### config.mk
export PLATFORM = sky130hd
export DESIGN_NAME = aijs_top
export DESIGN_NICKNAME = d
export VERILOG_FILES = /design/src/hdl/aijs_pkg.sv /design/src/hdl/aijs_top.sv
export VERILOG_INCLUDE_DIRS = /design/src /design/src/hdl
export SDC_FILE = /design/constraint.sdc
export NUM_CORES = 1
export LEC_CHECK = 0
export BUFFER_PORTS_ARGS = -buffer_cell sky130_fd_sc_hd__buf_4
export CELL_PAD_IN_SITES_DETAIL_PLACEMENT = 1
export CELL_PAD_IN_SITES_GLOBAL_PLACEMENT = 1
export CORE_MARGIN = 2
export CORE_UTILIZATION = 51
export CTS_CLUSTER_DIAMETER = 40
export DETAILED_ROUTE_END_ITERATION = 16
export PLACE_DENSITY = 0.94
export REMOVE_ABC_BUFFERS = 1
export SLEW_MARGIN = 20
export SYNTH_ARGS = -nofsm -noshare
export SYNTH_HDL_FRONTEND = slang
export SYNTH_SLANG_ARGS = --single-unit
### constraint.sdc
create_clock -name REF_CLK -period 4.5 [get_ports REF_CLK]
set_clock_uncertainty 0.15 [all_clocks]
set_input_delay 0.9 -clock REF_CLK [delete_from_list [all_inputs] [get_ports REF_CLK]]
set_output_delay 0.9 -clock REF_CLK [all_outputs]
set_load 0.01 [all_outputs]
### src/hdl/aijs_consts.svh
/*
 * Constants for the axis interlock and jog select block.
 * Assumes inclusion from the design file only.
 */
`ifndef AIJS_CONSTS_SVH
`define AIJS_CONSTS_SVH

`define AIJS_AXES 4
`define AIJS_ERR_AUTO_HOLD 16'h0004
`define AIJS_ERR_MANUAL_HOLD 16'h0004
`define AIJS_ERR_NONE 16'h0000
`define AIJS_HOLD_RESET 4'hF
`define AIJS_DECEL_CYCLES 8'h10
`define AIJS_INC_CYCLES 16'h0040
`define AIJS_APPROACH_CYCLES 16'h0020

`endif

### src/hdl/aijs_pkg.sv
/*
 * Types for the axis interlock and jog select block.
 * Assumes aijs_consts.svh is on the include path.
 */
package aijs_pkg;
	typedef enum logic [1:0] {
		AIJS_MODE_NONE = 2'h0,
		AIJS_MODE_JOG = 2'h1,
		AIJS_MODE_INC = 2'h2,
		AIJS_MODE_REF = 2'h3
	} aijs_manual_mode_t;

	typedef enum logic [2:0] {
		AIJS_IDLE = 3'h0,
		AIJS_RUN = 3'h1,
		AIJS_HELD = 3'h2,
		AIJS_DECEL = 3'h3,
		AIJS_APPROACH = 3'h4
	} aijs_axis_state_t;

	typedef struct packed {
		logic [3:0] plus;
		logic [3:0] minus;
	} aijs_dir_pair_t;
endpackage

### src/hdl/aijs_top.sv
/*
 * Per-axis motion gating and manual feed select for a four-axis controller.
 * Assumes all control inputs come from an asynchronous sequence program and
 * are synchronised here; automatic motion requests come as level signals.
 */
`include "aijs_consts.svh"
`timescale 1ns/1ps
`default_nettype none

module aijs_top #(
	parameter int AXES = `AIJS_AXES
) (
	input wire logic REF_CLK,
	input wire logic NRST,
	input wire logic AUTO_MODE,
	input wire logic [1:0] MANUAL_MODE,
	input wire logic CTRL_RESET,
	input wire aijs_pkg::aijs_dir_pair_t AUTO_MOVE,
	input wire logic AUTO_BLOCK_END,
	input wire logic [3:0] NEAR_DOG,
	input wire aijs_pkg::aijs_dir_pair_t AUTO_HOLD_N,
	input wire aijs_pkg::aijs_dir_pair_t MANUAL_HOLD_N,
	input wire logic [3:0] AUTO_MOTIONLESS_LOCK,
	input wire logic [3:0] MANUAL_MOTIONLESS_LOCK,
	input wire aijs_pkg::aijs_dir_pair_t FEED_SELECT,
	output aijs_pkg::aijs_dir_pair_t MACHINE_MOVE,
	output aijs_pkg::aijs_dir_pair_t COUNTER_STEP,
	output logic [15:0] OP_ERROR,
	output logic [3:0] AXIS_BUSY
);
	initial begin
		if (AXES != `AIJS_AXES) begin
			$error("aijs_top serves exactly four axes");
		end
	end

	// ==========================================================
	// input synchronisers
	localparam int SW = 53;
	logic [SW-1:0] sync1;
	logic [SW-1:0] sync2;
	logic [SW-1:0] raw;
	assign raw = {AUTO_MODE, MANUAL_MODE, CTRL_RESET, AUTO_MOVE, AUTO_BLOCK_END, NEAR_DOG,
		AUTO_HOLD_N, MANUAL_HOLD_N, AUTO_MOTIONLESS_LOCK, MANUAL_MOTIONLESS_LOCK,
		FEED_SELECT, 4'h0};

	// holds preset to released so unused axes never stall
	always_ff @(posedge REF_CLK or negedge NRST) begin
		if (!NRST) begin
			sync1 <= {17'h00000, 8'hFF, 8'hFF, 8'h00, 8'h00, 4'h0};
			sync2 <= {17'h00000, 8'hFF, 8'hFF, 8'h00, 8'h00, 4'h0};
		end else begin
			sync1 <= raw;
			sync2 <= sync1;
		end
	end

	logic auto_mode;
	logic [1:0] manual_mode;
	logic ctrl_reset;
	aijs_pkg::aijs_dir_pair_t auto_move;
	logic block_end;
	logic [3:0] near_dog;
	aijs_pkg::aijs_dir_pair_t ahold_n;
	aijs_pkg::aijs_dir_pair_t mhold_n;
	logic [3:0] alock_in;
	logic [3:0] mlock_in;
	aijs_pkg::aijs_dir_pair_t fsel;
	logic [3:0] pad;
	assign {auto_mode, manual_mode, ctrl_reset, auto_move, block_end, near_dog, ahold_n,
		mhold_n, alock_in, mlock_in, fsel, pad} = sync2;

	// ==========================================================
	// direction decode and select edge qualification
	logic [3:0] sel_plus;
	logic [3:0] sel_minus;
	logic [3:0] sel_any;
	assign sel_plus = fsel.plus & ~fsel.minus;
	assign sel_minus = fsel.minus & ~fsel.plus;
	assign sel_any = sel_plus | sel_minus;

	logic [3:0] sel_armed;
	logic [3:0] sel_prev;
	logic [3:0] decel_busy;
	logic manual_on;
	assign manual_on = (manual_mode != aijs_pkg::AIJS_MODE_NONE) && !auto_mode;

	// a select seen high while not qualified stays disarmed until it drops
	always_ff @(posedge REF_CLK or negedge NRST) begin
		if (!NRST) begin
			sel_prev <= 4'hF;
			sel_armed <= 4'h0;
		end else begin
			sel_prev <= sel_any;
			for (int i = 0; i < AXES; i++) begin
				if (!sel_any[i]) begin
					sel_armed[i] <= 1'b1;
				end else if (ctrl_reset || !manual_on || decel_busy[i]) begin
					sel_armed[i] <= 1'b0;
				end
			end
		end
	end

	logic [3:0] sel_start;
	assign sel_start = sel_any & ~sel_prev & sel_armed & ~decel_busy
		& {4{manual_on & ~ctrl_reset}};

	// ==========================================================
	// lock latching: auto at block boundaries, manual when all stopped
	logic [3:0] alock;
	logic [3:0] mlock;
	logic all_stopped;
	logic auto_in_block;

	always_ff @(posedge REF_CLK or negedge NRST) begin
		if (!NRST) begin
			alock <= 4'h0;
		end else if (!auto_in_block || block_end) begin
			alock <= alock_in;
		end
	end

	always_ff @(posedge REF_CLK or negedge NRST) begin
		if (!NRST) begin
			mlock <= 4'h0;
		end else if (all_stopped) begin
			mlock <= mlock_in;
		end
	end

	// ==========================================================
	// automatic hold: any hit stalls every axis
	logic [3:0] auto_hit;
	logic auto_stall;
	assign auto_hit = (auto_move.plus & ~ahold_n.plus) | (auto_move.minus & ~ahold_n.minus);
	assign auto_stall = auto_mode && (auto_hit != 4'h0);
	assign auto_in_block = auto_mode && ((auto_move.plus | auto_move.minus) != 4'h0);

	// ==========================================================
	// per-axis manual motion
	aijs_pkg::aijs_axis_state_t st [4];
	logic [3:0] dir_minus;
	logic [15:0] cnt [4];
	logic [3:0] man_hit;
	logic [3:0] man_moving;

	genvar g;
	generate
		for (g = 0; g < 4; g++) begin : g_axis
			assign man_hit[g] = dir_minus[g] ? !mhold_n.minus[g] : !mhold_n.plus[g];
			assign man_moving[g] = (st[g] == aijs_pkg::AIJS_RUN) || (st[g] == aijs_pkg::AIJS_APPROACH);
			assign decel_busy[g] = (st[g] == aijs_pkg::AIJS_DECEL);

			always_ff @(posedge REF_CLK or negedge NRST) begin
				if (!NRST) begin
					st[g] <= aijs_pkg::AIJS_IDLE;
					dir_minus[g] <= 1'b0;
					cnt[g] <= 16'h0000;
				end else if (ctrl_reset) begin
					st[g] <= aijs_pkg::AIJS_IDLE;
					cnt[g] <= 16'h0000;
				end else begin
					case (st[g])
						aijs_pkg::AIJS_IDLE: begin
							if (sel_start[g]) begin
								dir_minus[g] <= sel_minus[g];
								cnt[g] <= (manual_mode == aijs_pkg::AIJS_MODE_INC)
									? `AIJS_INC_CYCLES : 16'h0000;
								st[g] <= aijs_pkg::AIJS_RUN;
							end
						end
						aijs_pkg::AIJS_RUN, aijs_pkg::AIJS_HELD: begin
							// a held axis keeps its pending move and restarts on release
							st[g] <= man_hit[g] ? aijs_pkg::AIJS_HELD : aijs_pkg::AIJS_RUN;
							if (manual_mode == aijs_pkg::AIJS_MODE_INC) begin
								if (!man_hit[g]) begin
									cnt[g] <= cnt[g] - 16'h0001;
								end
								if (!man_hit[g] && cnt[g] == 16'h0001) begin
									cnt[g] <= 16'(`AIJS_DECEL_CYCLES);
									st[g] <= aijs_pkg::AIJS_DECEL;
								end
							end else if (manual_mode == aijs_pkg::AIJS_MODE_REF
									&& near_dog[g] && !man_hit[g]) begin
								cnt[g] <= `AIJS_APPROACH_CYCLES;
								st[g] <= aijs_pkg::AIJS_APPROACH;
							end else if (!(dir_minus[g] ? sel_minus[g] : sel_plus[g])
									|| !manual_on) begin
								cnt[g] <= 16'(`AIJS_DECEL_CYCLES);
								st[g] <= aijs_pkg::AIJS_DECEL;
							end
						end
						aijs_pkg::AIJS_APPROACH: begin
							if (!man_hit[g]) begin
								cnt[g] <= cnt[g] - 16'h0001;
								if (cnt[g] == 16'h0001) begin
									cnt[g] <= 16'(`AIJS_DECEL_CYCLES);
									st[g] <= aijs_pkg::AIJS_DECEL;
								end
							end
						end
						aijs_pkg::AIJS_DECEL: begin
							cnt[g] <= cnt[g] - 16'h0001;
							if (cnt[g] == 16'h0001) begin
								st[g] <= aijs_pkg::AIJS_IDLE;
							end
						end
						default: begin
							st[g] <= aijs_pkg::AIJS_IDLE;
						end
					endcase
				end
			end
		end
	endgenerate

	assign all_stopped = (st[0] == aijs_pkg::AIJS_IDLE) && (st[1] == aijs_pkg::AIJS_IDLE)
		&& (st[2] == aijs_pkg::AIJS_IDLE) && (st[3] == aijs_pkg::AIJS_IDLE);

	// ==========================================================
	// outputs
	logic [3:0] man_plus_go;
	logic [3:0] man_minus_go;
	logic [3:0] auto_plus_go;
	logic [3:0] auto_minus_go;
	assign man_plus_go = man_moving & ~dir_minus & ~man_hit;
	assign man_minus_go = man_moving & dir_minus & ~man_hit;
	assign auto_plus_go = auto_mode && !auto_stall ? auto_move.plus : 4'h0;
	assign auto_minus_go = auto_mode && !auto_stall ? auto_move.minus : 4'h0;

	always_ff @(posedge REF_CLK or negedge NRST) begin
		if (!NRST) begin
			COUNTER_STEP <= '0;
			MACHINE_MOVE <= '0;
		end else begin
			COUNTER_STEP.plus <= auto_plus_go | man_plus_go;
			COUNTER_STEP.minus <= auto_minus_go | man_minus_go;
			MACHINE_MOVE.plus <= (auto_plus_go & ~alock) | (man_plus_go & ~mlock);
			MACHINE_MOVE.minus <= (auto_minus_go & ~alock) | (man_minus_go & ~mlock);
		end
	end

	always_ff @(posedge REF_CLK or negedge NRST) begin
		if (!NRST) begin
			OP_ERROR <= `AIJS_ERR_NONE;
			AXIS_BUSY <= 4'h0;
		end else begin
			AXIS_BUSY <= ~{4{all_stopped}} & {st[3] != aijs_pkg::AIJS_IDLE,
				st[2] != aijs_pkg::AIJS_IDLE, st[1] != aijs_pkg::AIJS_IDLE,
				st[0] != aijs_pkg::AIJS_IDLE};
			if (auto_stall) begin
				OP_ERROR <= `AIJS_ERR_AUTO_HOLD;
			end else if ((man_hit & (man_moving | (st[0] == aijs_pkg::AIJS_HELD ? 4'h1 : 4'h0)
					| {st[3] == aijs_pkg::AIJS_HELD, st[2] == aijs_pkg::AIJS_HELD,
					st[1] == aijs_pkg::AIJS_HELD, st[0] == aijs_pkg::AIJS_HELD})) != 4'h0) begin
				OP_ERROR <= `AIJS_ERR_MANUAL_HOLD;
			end else begin
				OP_ERROR <= `AIJS_ERR_NONE;
			end
		end
	end
endmodule // aijs_top

`default_nettype wire

==> summary.txt, run 1 <==
Logic synthesis
  • Area contributors post-synth: dfrtp_1, dfstp_2, o21ai_0
  • Most used DFF post-synth: dfrtp_1
  • Post-synth EDFFs: 0
  • Synthesized flop and latch total: 215
  • Synthesized area: 0.00996 mm²
  • Sequential-to-total area share from yosys stat: 54.5%
  • Top cell type by total area after synthesis: dfrtp_1
  • Yosys warning count: 0
  • Mean Syn Cell Area: 10.6 µm²
  • Synth async-reset ratio: 100%
  • Post-synth cell types: 84
  • Post-synth top area share: 45.0%
  • Cells after Synth: 936

Min path
  • Hold Startpoint: sync1[40]
  • Hold depth: 0
  • Hold/Removal Path Class: flip-flop to flip-flop

Placement
  • HPWL Detailed: 20.0 mm
  • Global placement routability congestion: 0.907
  • Cell count after placement: 1,243
  • Pre-CTS setup slack: 1.44 ns
  • # port buffers: 71

Floorplan
  • Core ar.: 0.0193 mm²
  • Die W: 144 µm
  • DIE AREA: 0.0207 mm²
  • FP Rows: 51
  • Ports: 87
  • Starting density of the core: 51.5%
  • Die H: 144 µm

Clock network
  • Post_cts resized: 0
  • Hold_buf cts: 0
  • Num CTS Buffers: 34
  • Root buffer cell: clkbuf_16
  • Clk pin slew, worst setup/hold paths: 0.07 ns
  • H-tree Lvls: 2
  • Clk buf depth: 3
  • CTS Sinks: 215
  • Postcts setup bufs: 0
  • TritonCTS clock tree: yes
  • Clock latency on the worst-skew pair: 0.53 ns

Power and ir drop
  • Pleak: 5.33 nW
  • Cell Pwr Density: 500 mW/mm²
  • VDD IR max: 0.000372 V

Drt
  • WL per Instance: 26.2 µm
  • DR pass1 iterations: 6
  • Initial DRC count: 735
  • Vias after detailed routing: 8,549
  • Post-DRT Antenna Nets: 0
  • Via density per instance: 6.55
  • Residual DRC: 0
  • DRT Wirelength: 34.1 mm

Worst setup path
  • CP arrival: 3.51 ns
  • CP max FO: 10
  • Kind of end point of the critical path: flip-flop
  • Crit path launch type: flip-flop
  • Crit. Startpoint: sync2[51]
  • Crit Reg-Reg Startpoint: sync2[51]
  • CP Class: flip-flop to flip-flop
  • WP data required: 4.76 ns
  • R2r worst-path depth: 6

Cells and area
  • Area Overhead vs Synth: 18.7%
  • Diode count: 0
  • Final core occ: 61.1%
  • Share of post-route cells with drive strength above 1: 21.3%
  • Non-filler instance count after layout: 1,305
  • Filler cells: 2,032
  • Nets: 1,081

Run status
  • Status: completed

STA
  • Unrepaired setup endpoints after global routing: no
  • Worst slew margin: 34.4%
  • Hold WS: 0.193 ns
  • Slew Viols, Final: 0
  • Worst setup margin: 1.25 ns
  • Hold Fails Final Rpt: 0
  • Tmin final: 3.25 ns
  • Setup TNS: 0 ns
  • Worst Tran Pin Value: 0.977 ns
  • Finish-stage setup viols: 0
  • Fin crit share: 72.2%
  • Achievable Freq: 308 MHz

Global routing
  • GRT Util Overall: 34.0%
  • Pin count of the biggest net entering global routing: 101
  • Total global routing overflow: 0
  • First-pass GRT wire length: 53.5 mm
  • Initial antenna violation count: 0
  • Vias in the first global route: 9,317

Flow run
  • Total of max-cap violations: 0
-- final timing paths --
kind	to	slack [ns]
max	cnt[55]	1.25
min	sync2[40]	0.19
max reg2reg	cnt[55]	1.25
min reg2reg	sync2[40]	0.19
max in group asynchronous	sync1[25]	2.83
min in group asynchronous	cnt[10]	0.33
-- worst max-delay path, stage by stage (launching register included) --
cell and delay [ns]:
dfrtp_1 0.54, and2_1 0.48, a311o_1 0.37, o22ai_1 0.21, o21bai_1 0.66, nand2b_1 0.39
o31ai_1 0.31
-- layer usage --
metal / routed length, µm / GRT usage (%) / vias up
met2: 17300 / 58.9 / 473
met3: 2240 / 7.16 / 183
li1: - / - / 3570
met1: 12300 / 38.4 / 4323
met4: 2270 / 20.7 / 0
met5: 0 / 0 / -
-- Yosys cell counts (10+ instances only) --
cell type,number
mux2_2,18
nor3_1,38
nand2_1,86
o21ai_0,67
nand3_1,21
o2bb2ai_1,13
dfstp_2,36
dfrtp_1,179
o31ai_1,16
buf_4,16
ha_1,16
nor2_1,66
nand2b_1,10
nor4_1,18
a21oi_1,26
nand4_1,10
clkbuf_1,12
inv_1,41
buf_2,17
o22ai_1,16
a22o_1,12
-- where the power goes --
part / total, W / switching, W / leakage [nW] / internal, W
clock network: 0.00267 / 0.00103 / 0.553 / 0.00164
registers: 0.00225 / 0.000168 / 2.68 / 0.00208
logic: 0.000977 / 0.000604 / 2.09 / 0.000373
total: 0.00590 / 0.00181 / 5.33 / 0.00410
-- metrics by stage --
step           instance area, µm²  total power [W]
3_5_place_dp                10700          0.00319
3_3_place_gp                10700          0.00310
6_report                    11800          0.00590
5_1_grt                     11800          0.00610
4_1_cts                     11800          0.00591
2_1_floorplan                9720          0.00283
-- area by class of cell --
cell class	instances	area (µm²)	area share (%)
sequential	215	5430	45.9
clock buffer	40	903	7.65
clock inverter	22	248	2.10
tap	265	332	2.81
timing repair buffer	78	604	5.12
multi-input combinational	644	4150	35.1
inverter	41	154	1.30
-- registers in the layout (all words and copies together) (netlist names), 8 cells and up --
| register | flops |
|---|---|
| MACHINE_MOVE | 8 |
| cnt | 64 |
| sync2 | 49 |
| COUNTER_STEP | 8 |
| sync1 | 49 |
| st | 12 |
-- logic make-up after synthesis --
kind of cell	Yosys count	synth area share, %
simple gates	327	17.5
compound gates	248	17.6
flops	215	54.5
buf+inv	91	4.42
mux	25	2.79
fa+ha+maj	16	2.01
xor+xnor	13	1.14
other cells	1	0.0377
-- layout by cell type, fill, tap and decap left out, drive strengths merged, types with 25 or more instances in the layout --
master / n
a21oi: 26
buf: 77
clkbuf: 41
dfrtp: 179
dfstp: 36
inv: 46
nand2: 86
nor2: 67
nor3: 39
nor4: 25
o21ai: 71
(Power assumes the default switching activity.)
==> run 2: changes to the inputs <==
CORE_UTILIZATION = 43   (was 51)
PLACE_DENSITY = 0.85   (was 0.94)
clock period = 2.8 ns   (was 4.5 ns; I/O delays follow)
==> summary.txt, run 2 (synthesis gave the netlist of run 1 again) <==
Drt
  • Via density per instance: 6.07 (was 6.55)
  • DRT Wirelength: 32.5 mm (was 34.1 mm)
  • Residual DRC: 0 (unchanged)
  • Post-DRT Antenna Nets: 0 (unchanged)
  • Vias after detailed routing: 8,540 (was 8,549)
  • DR pass1 iterations: 6 (unchanged)
  • Initial DRC count: 749 (was 735)
  • WL per Instance: 23.1 µm (was 26.2 µm)

Worst setup path
  • WP data required: 3.09 ns (was 4.76 ns)
  • R2R setup slack: 0.13 ns (was 1.25 ns)
  • CP Class: flip-flop to flip-flop (unchanged)
  • Crit path launch type: flip-flop (unchanged)
  • CP max FO: 12 (was 10)
  • CP arrival: 2.97 ns (was 3.51 ns)
  • Kind of end point of the critical path: flip-flop (unchanged)

STA
  • Worst slew margin: 45.0% (was 34.4%)
  • Slew Viols, Final: 0 (unchanged)
  • Hold Fails Final Rpt: 0 (unchanged)
  • Hold WS: 0.191 ns (was 0.193 ns)
  • Worst setup margin: 0.125 ns (was 1.25 ns)
  • Worst Tran Pin Value: 0.823 ns (was 0.977 ns)
  • Fin crit share: 95.5% (was 72.2%)
  • Unrepaired setup endpoints after global routing: no (unchanged)
  • Achievable Freq: 374 MHz (was 308 MHz)
  • Tmin final: 2.67 ns (was 3.25 ns)
  • Finish-stage setup viols: 0 (unchanged)
  • Setup TNS: 0 ns (unchanged)

Clock network
  • Clock latency on the worst-skew pair: 0.57 ns (was 0.53 ns)
  • Num CTS Buffers: 31 (was 34)
  • CTS Sinks: 215 (unchanged)
  • Postcts setup bufs: 0 (unchanged)
  • Clk buf depth: 3 (unchanged)
  • Root buffer cell: clkbuf_16 (unchanged)
  • H-tree Lvls: 1 (was 2)
  • Clk pin slew, worst setup/hold paths: 0.06 ns (was 0.07 ns)
  • TritonCTS clock tree: yes (unchanged)

Floorplan
  • FP Rows: 55 (was 51)
  • Ports: 87 (unchanged)
  • DIE AREA: 0.0244 mm² (was 0.0207 mm²)
  • Starting density of the core: 43.8% (was 51.5%)
  • Core ar.: 0.0227 mm² (was 0.0193 mm²)
  • Die W: 156 µm (was 144 µm)
  • Die H: 156 µm (was 144 µm)

Cells and area
  • Filler cells: 2,418 (was 2,032)
  • Share of post-route cells with drive strength above 1: 22.9% (was 21.3%)
  • Largest register FFs: 64 (unchanged)
  • Nets: 1,164 (was 1,081)
  • Regs by FF count: cnt x64, sync1 x49, sync2 x49 (unchanged)
  • Commonest non-fill, non-tap cell in the layout: dfrtp_1 (unchanged)
  • Sequential Area: 0.00543 mm² (unchanged)
  • Diode count: 0 (unchanged)
  • Final Cell Area: 0.0126 mm² (was 0.0118 mm²)
  • Area Overhead vs Synth: 26.7% (was 18.7%)
  • Largest Register: cnt (unchanged)
  • Multi-input logic area: 0.00417 mm² (was 0.00415 mm²)
  • Most frequent cells in the layout: dfrtp_1, buf_4, nand2_1 (was dfrtp_1, nand2_1, buf_4)
  • Non-filler instance count after layout: 1,407 (was 1,305)

Placement
  • Cell count after placement: 1,299 (was 1,243)
  • # port buffers: 71 (unchanged)
  • HPWL Detailed: 19.6 mm (was 20.0 mm)
  • Cell Area, Placed: 0.0110 mm² (was 0.0107 mm²)
  • Pre-CTS setup slack: 0.108 ns (was 1.44 ns)
  • Global placement routability congestion: 0.848 (was 0.907)

Global routing
  • Vias in the first global route: 9,296 (was 9,317)
  • GRT Util Overall: 27.0% (was 34.0%)
  • Pin count of the biggest net entering global routing: 79 (was 101)
  • Initial antenna violation count: 0 (unchanged)
  • Total global routing overflow: 0 (unchanged)
  • First-pass GRT wire length: 51.7 mm (was 53.5 mm)

Flow run
  • Total of max-cap violations: 0 (unchanged)

Min path
  • Hold/Removal Path Class: flip-flop to flip-flop (unchanged)

Power and ir drop
  • VDD IR max: 0.000574 V (was 0.000372 V)
  • Pleak: 5.71 nW (was 5.33 nW)
  • Cell Pwr Density: 758 mW/mm² (was 500 mW/mm²)

Run status
  • Status: completed (unchanged)
## run 2: changes by cell type in the layout (fill, tap and decap cells not counted), moves of 2 or more
cell,delta
buf_4,+35
clkbuf_16,-3
dlygate4sd3_1,+50
bufinv_16,+2
inv_8,+4
clkinv_4,-4
## run 2: cell type report
cell class / instances / area share [%]
Clock buffer: 36 / 6.53
Clock inverter: 22 / 2.36
Inverter: 41 / 1.22
Multi-Input combinational cell: 644 / 33.1
Sequential cell: 215 / 43.0
Tap cell: 285 / 2.83
Timing Repair Buffer: 164 / 11.0
## run 2: path summary, 6_finish.rpt
kind / from / to / cells after the start
min in group asynchronous: NRST / COUNTER_STEP[1] / 2
max in group asynchronous: NRST / sync2[22] / 3
hold reg to reg: sync1[52] / sync2[52] / 0
setup reg to reg: st[0] / cnt[2] / 7
setup / recovery: st[0] / cnt[2] / 7
hold / removal: sync1[52] / sync2[52] / 0
## run 2: timing repair
| item | CTS | global route |
|---|---|---|
| endpoints found under the hold margin | 112 | 0 |
| hold buffers | 50 | 0 |
| gates resized for setup | 0 | 5 |
| endpoints found under the setup margin | 0 | 8 |
## run 2: report_power, final
| part | internal, W | switching (W) | total (W) |
|---|---|---|---|
| clock | 0.00262 | 0.00165 | 0.00427 |
| sequential | 0.00335 | 0.000254 | 0.00360 |
| combinational | 0.000725 | 0.000977 | 0.00170 |
## run 2: metal layers
metal | up-vias | share of wire, % | track usage (%)
met5 | - | 0 | 0
met4 | 0 | 5.0 | 12.9
met3 | 111 | 5.0 | 3.89
met2 | 340 | 51 | 47.8
met1 | 4353 | 39 | 32.3
li1 | 3736 | - | -
## run 2: metrics by stage
step | util (%) | power (W)
after floorplan | - | 0.00454
after global placement | 48.3 | 0.00510
after detailed placement | 48.3 | 0.00520
after CTS | 55.4 | 0.00951
after global routing | 55.6 | 0.00989
final | 55.6 | 0.00957
## run 2: worst max-delay path, stage by stage, from the launching register on
cell	delay, ns
dfrtp_1	0.61
nand3b_1	0.25
and3_1	0.29
a311oi_1	0.41
a311o_1	0.28
buf_4	0.24
nor2_1	0.10
a22o_2	0.23
==> run 3: changes to the inputs <==
RECOVER_POWER = 25   (was unset)
==> summary.txt, run 3 (synthesis gave the netlist of run 1 again) <==
Run status
  • Status: completed (unchanged)

STA
  • Hold WS: 0.191 ns (about the same)
  • Finish-stage setup viols: 0 (unchanged)
  • Achievable Freq: 374 MHz (about the same)
  • Worst Tran Pin Value: 1.22 ns (was 0.823 ns)
  • Fin crit share: 95.6% (was 95.5%)
  • Unrepaired setup endpoints after global routing: no (unchanged)
  • Slew Viols, Final: 0 (unchanged)
  • Tmin final: 2.68 ns (was 2.67 ns)
  • Setup TNS: 0 ns (unchanged)
  • Hold Fails Final Rpt: 0 (unchanged)
  • Worst slew margin: 18.6% (was 45.0%)

Drt
  • DR pass1 iterations: 5 (was 6)
  • WL per Instance: 23.0 µm (was 23.1 µm)
  • Residual DRC: 0 (unchanged)
  • Post-DRT Antenna Nets: 0 (unchanged)
  • Via density per instance: 6.05 (was 6.07)
  • Vias after detailed routing: 8,508 (was 8,540)
  • DRT Wirelength: 32.4 mm (was 32.5 mm)
  • Initial DRC count: 689 (was 749)

Floorplan
  • Die W: 156 µm (unchanged)
  • FP Rows: 55 (unchanged)
  • Core ar.: 0.0227 mm² (unchanged)
  • Die H: 156 µm (unchanged)
  • Ports: 87 (unchanged)
  • Starting density of the core: 43.8% (unchanged)
  • DIE AREA: 0.0244 mm² (unchanged)

Cells and area
  • Regs by FF count: cnt x64, sync1 x49, sync2 x49 (unchanged)
  • Largest register FFs: 64 (unchanged)
  • Final Cell Area: 0.0126 mm² (about the same)
  • Most frequent cells in the layout: dfrtp_1, nand2_1, o21ai_0 (was dfrtp_1, buf_4, nand2_1)
  • Commonest non-fill, non-tap cell in the layout: dfrtp_1 (unchanged)
  • Area Overhead vs Synth: 26.5% (was 26.7%)
  • Nets: 1,164 (unchanged)
  • Largest Register: cnt (unchanged)
  • Diode count: 0 (unchanged)
  • Filler cells: 2,422 (was 2,418)
  • Share of post-route cells with drive strength above 1: 22.3% (was 22.9%)

Worst setup path
  • Kind of end point of the critical path: flip-flop (unchanged)
  • CP peak stage delay: 0.61 ns (about the same)
  • CP max FO: 12 (unchanged)
  • Crit Reg-Reg Startpoint: st[0] (unchanged)
  • Crit path launch type: flip-flop (unchanged)
  • CP top delay family: compound AO/OA/AOI/OAI gates (unchanged)
  • Critical Path, Cell by Cell: nand3b_1 > and3_1 > a311oi_1 > a311o_1 > buf_4 > nor2_1 > a22o_2 (unchanged)
  • R2r worst-path depth: 7 (unchanged)
  • CP arrival: 2.97 ns (about the same)
  • CP Class: flip-flop to flip-flop (unchanged)
  • Crit path buffers/inverters: 1 (unchanged)
  • R2R Path End: cnt[2] (unchanged)
  • Crit-path slowest cell: dfrtp_1 (unchanged)
  • R2R setup slack: 0.12 ns (was 0.13 ns)
  • WP data required: 3.09 ns (about the same)

Global routing
  • GRT Util Overall: 27.0% (unchanged)
  • Initial antenna violation count: 0 (unchanged)
  • Pin count of the biggest net entering global routing: 79 (unchanged)
  • Vias in the first global route: 9,296 (unchanged)
  • First-pass GRT wire length: 51.7 mm (unchanged)
  • Total global routing overflow: 0 (unchanged)

Power and ir drop
  • Flop pwr share: 37.7% (was 37.6%)
  • Switch Pwr: 0.00288 W (about the same)
  • Cell Pwr Density: 759 mW/mm² (was 758 mW/mm²)
  • Switching Share: 30.1% (about the same)
  • Int Pwr: 0.00668 W (was 0.00669 W)
  • VDD IR max: 0.000577 V (was 0.000574 V)
  • Clock share of power: 44.6% (about the same)
  • Logic pwr share: 17.7% (was 17.8%)
  • Pleak: 5.68 nW (was 5.71 nW)

Placement
  • Cell Area, Placed: 0.0110 mm² (unchanged)
  • HPWL Detailed: 19.6 mm (unchanged)
  • Global placement routability congestion: 0.848 (unchanged)
  • # port buffers: 71 (unchanged)

Min path
  • Hold depth: 0 (unchanged)
  • Hold/Removal Path Class: flip-flop to flip-flop (unchanged)
  • Hold Startpoint: sync1[52] (unchanged)
  • Hold Crit Endpoint: sync2[52] (unchanged)

Clock network
  • Root buffer cell: clkbuf_16 (unchanged)
  • Clk pin slew, worst setup/hold paths: 0.06 ns (about the same)
  • TritonCTS clock tree: yes (unchanged)
  • CTS Sinks: 215 (unchanged)
  • Clock latency on the worst-skew pair: 0.57 ns (about the same)
  • H-tree Lvls: 1 (unchanged)
  • Clk buf depth: 3 (unchanged)
  • Num CTS Buffers: 31 (unchanged)

Flow run
  • Total of max-cap violations: 0 (unchanged)
==> run 3: cell count changes in the layout (fill, tap and decap cells not counted) <==
cell,previous run,this run
dfstp_2,36,34
buf_8,1,0
clkbuf_1,2,7
clkbuf_4,0,45
buf_4,111,62
dfstp_1,0,2
==> run 3: how the worst max path moves through the flow <==
stage                      start      end  slack (ns)  depth (start not counted)
finish                     st[0]   cnt[2]        0.12                          7
global route             cnt[30]  cnt[18]       0.007                          7
floorplan                 cnt[2]   cnt[3]        0.23                          6
global placement         cnt[33]  cnt[35]        0.28                          9
detailed placement  dir_minus[0]  cnt[55]        0.11                          6
CTS                 dir_minus[0]  cnt[58]        0.08                          6
==> run 3: timing repair <==
item,4_1_cts,5_1_grt
resized for setup,0,5
hold buffers,50,0
endpoints found under the setup margin,0,8
endpoints found under the hold margin,112,0
buffers inserted,0,0
==> run 3: power groups by stage <==
| stage | logic [W] | clock network [W] | registers [W] |
|---|---|---|---|
| floorplan | 0.000975 | 0 | 0.00357 |
| global placement | 0.00149 | 0 | 0.00360 |
| CTS | 0.00167 | 0.00426 | 0.00358 |
| finish | 0.00169 | 0.00427 | 0.00360 |
| detailed placement | 0.00157 | 0 | 0.00363 |
| global route | 0.00184 | 0.00443 | 0.00362 |
==> run 3: layout make-up <==
type	count	area (µm²)	share of cell area, %
Sequential cell	215	5430	43.1
Inverter	41	154	1.22
Clock inverter	22	298	2.36
Timing Repair Buffer	164	1360	10.8
Tap cell	285	357	2.83
Clock buffer	36	825	6.55
Multi-Input combinational cell	644	4170	33.1
==> run 3: through the flow <==
stage	util, %	total power (W)	cells	setup slack (ns)
global route	55.4	0.00988	1407	0.00699
detailed placement	48.3	0.00520	1299	0.108
finish	55.4	0.00956	1407	0.123
floorplan	-	0.00454	900	0.229
global placement	48.3	0.00510	1299	0.277
CTS	55.4	0.00951	1407	0.0829
==> run 3: worst reg2reg max path: stages (launching register included) <==
cell and delay (ns):
dfrtp_1 0.61, nand3b_1 0.26, and3_1 0.29, a311oi_1 0.40
a311o_1 0.28, buf_4 0.24, nor2_1 0.11, a22o_2 0.23
==> run 3: routing by layer <==
metal | track usage, % | share of wire, % | vias up | wire [µm]
li1 | - | - | 3740 | -
met1 | 32.3 | 40 | 4362 | 12800
met5 | 0 | 0 | - | 0
met2 | 47.8 | 51 | 304 | 16500
met3 | 3.89 | 4.5 | 102 | 1470
met4 | 12.9 | 4.8 | 0 | 1560
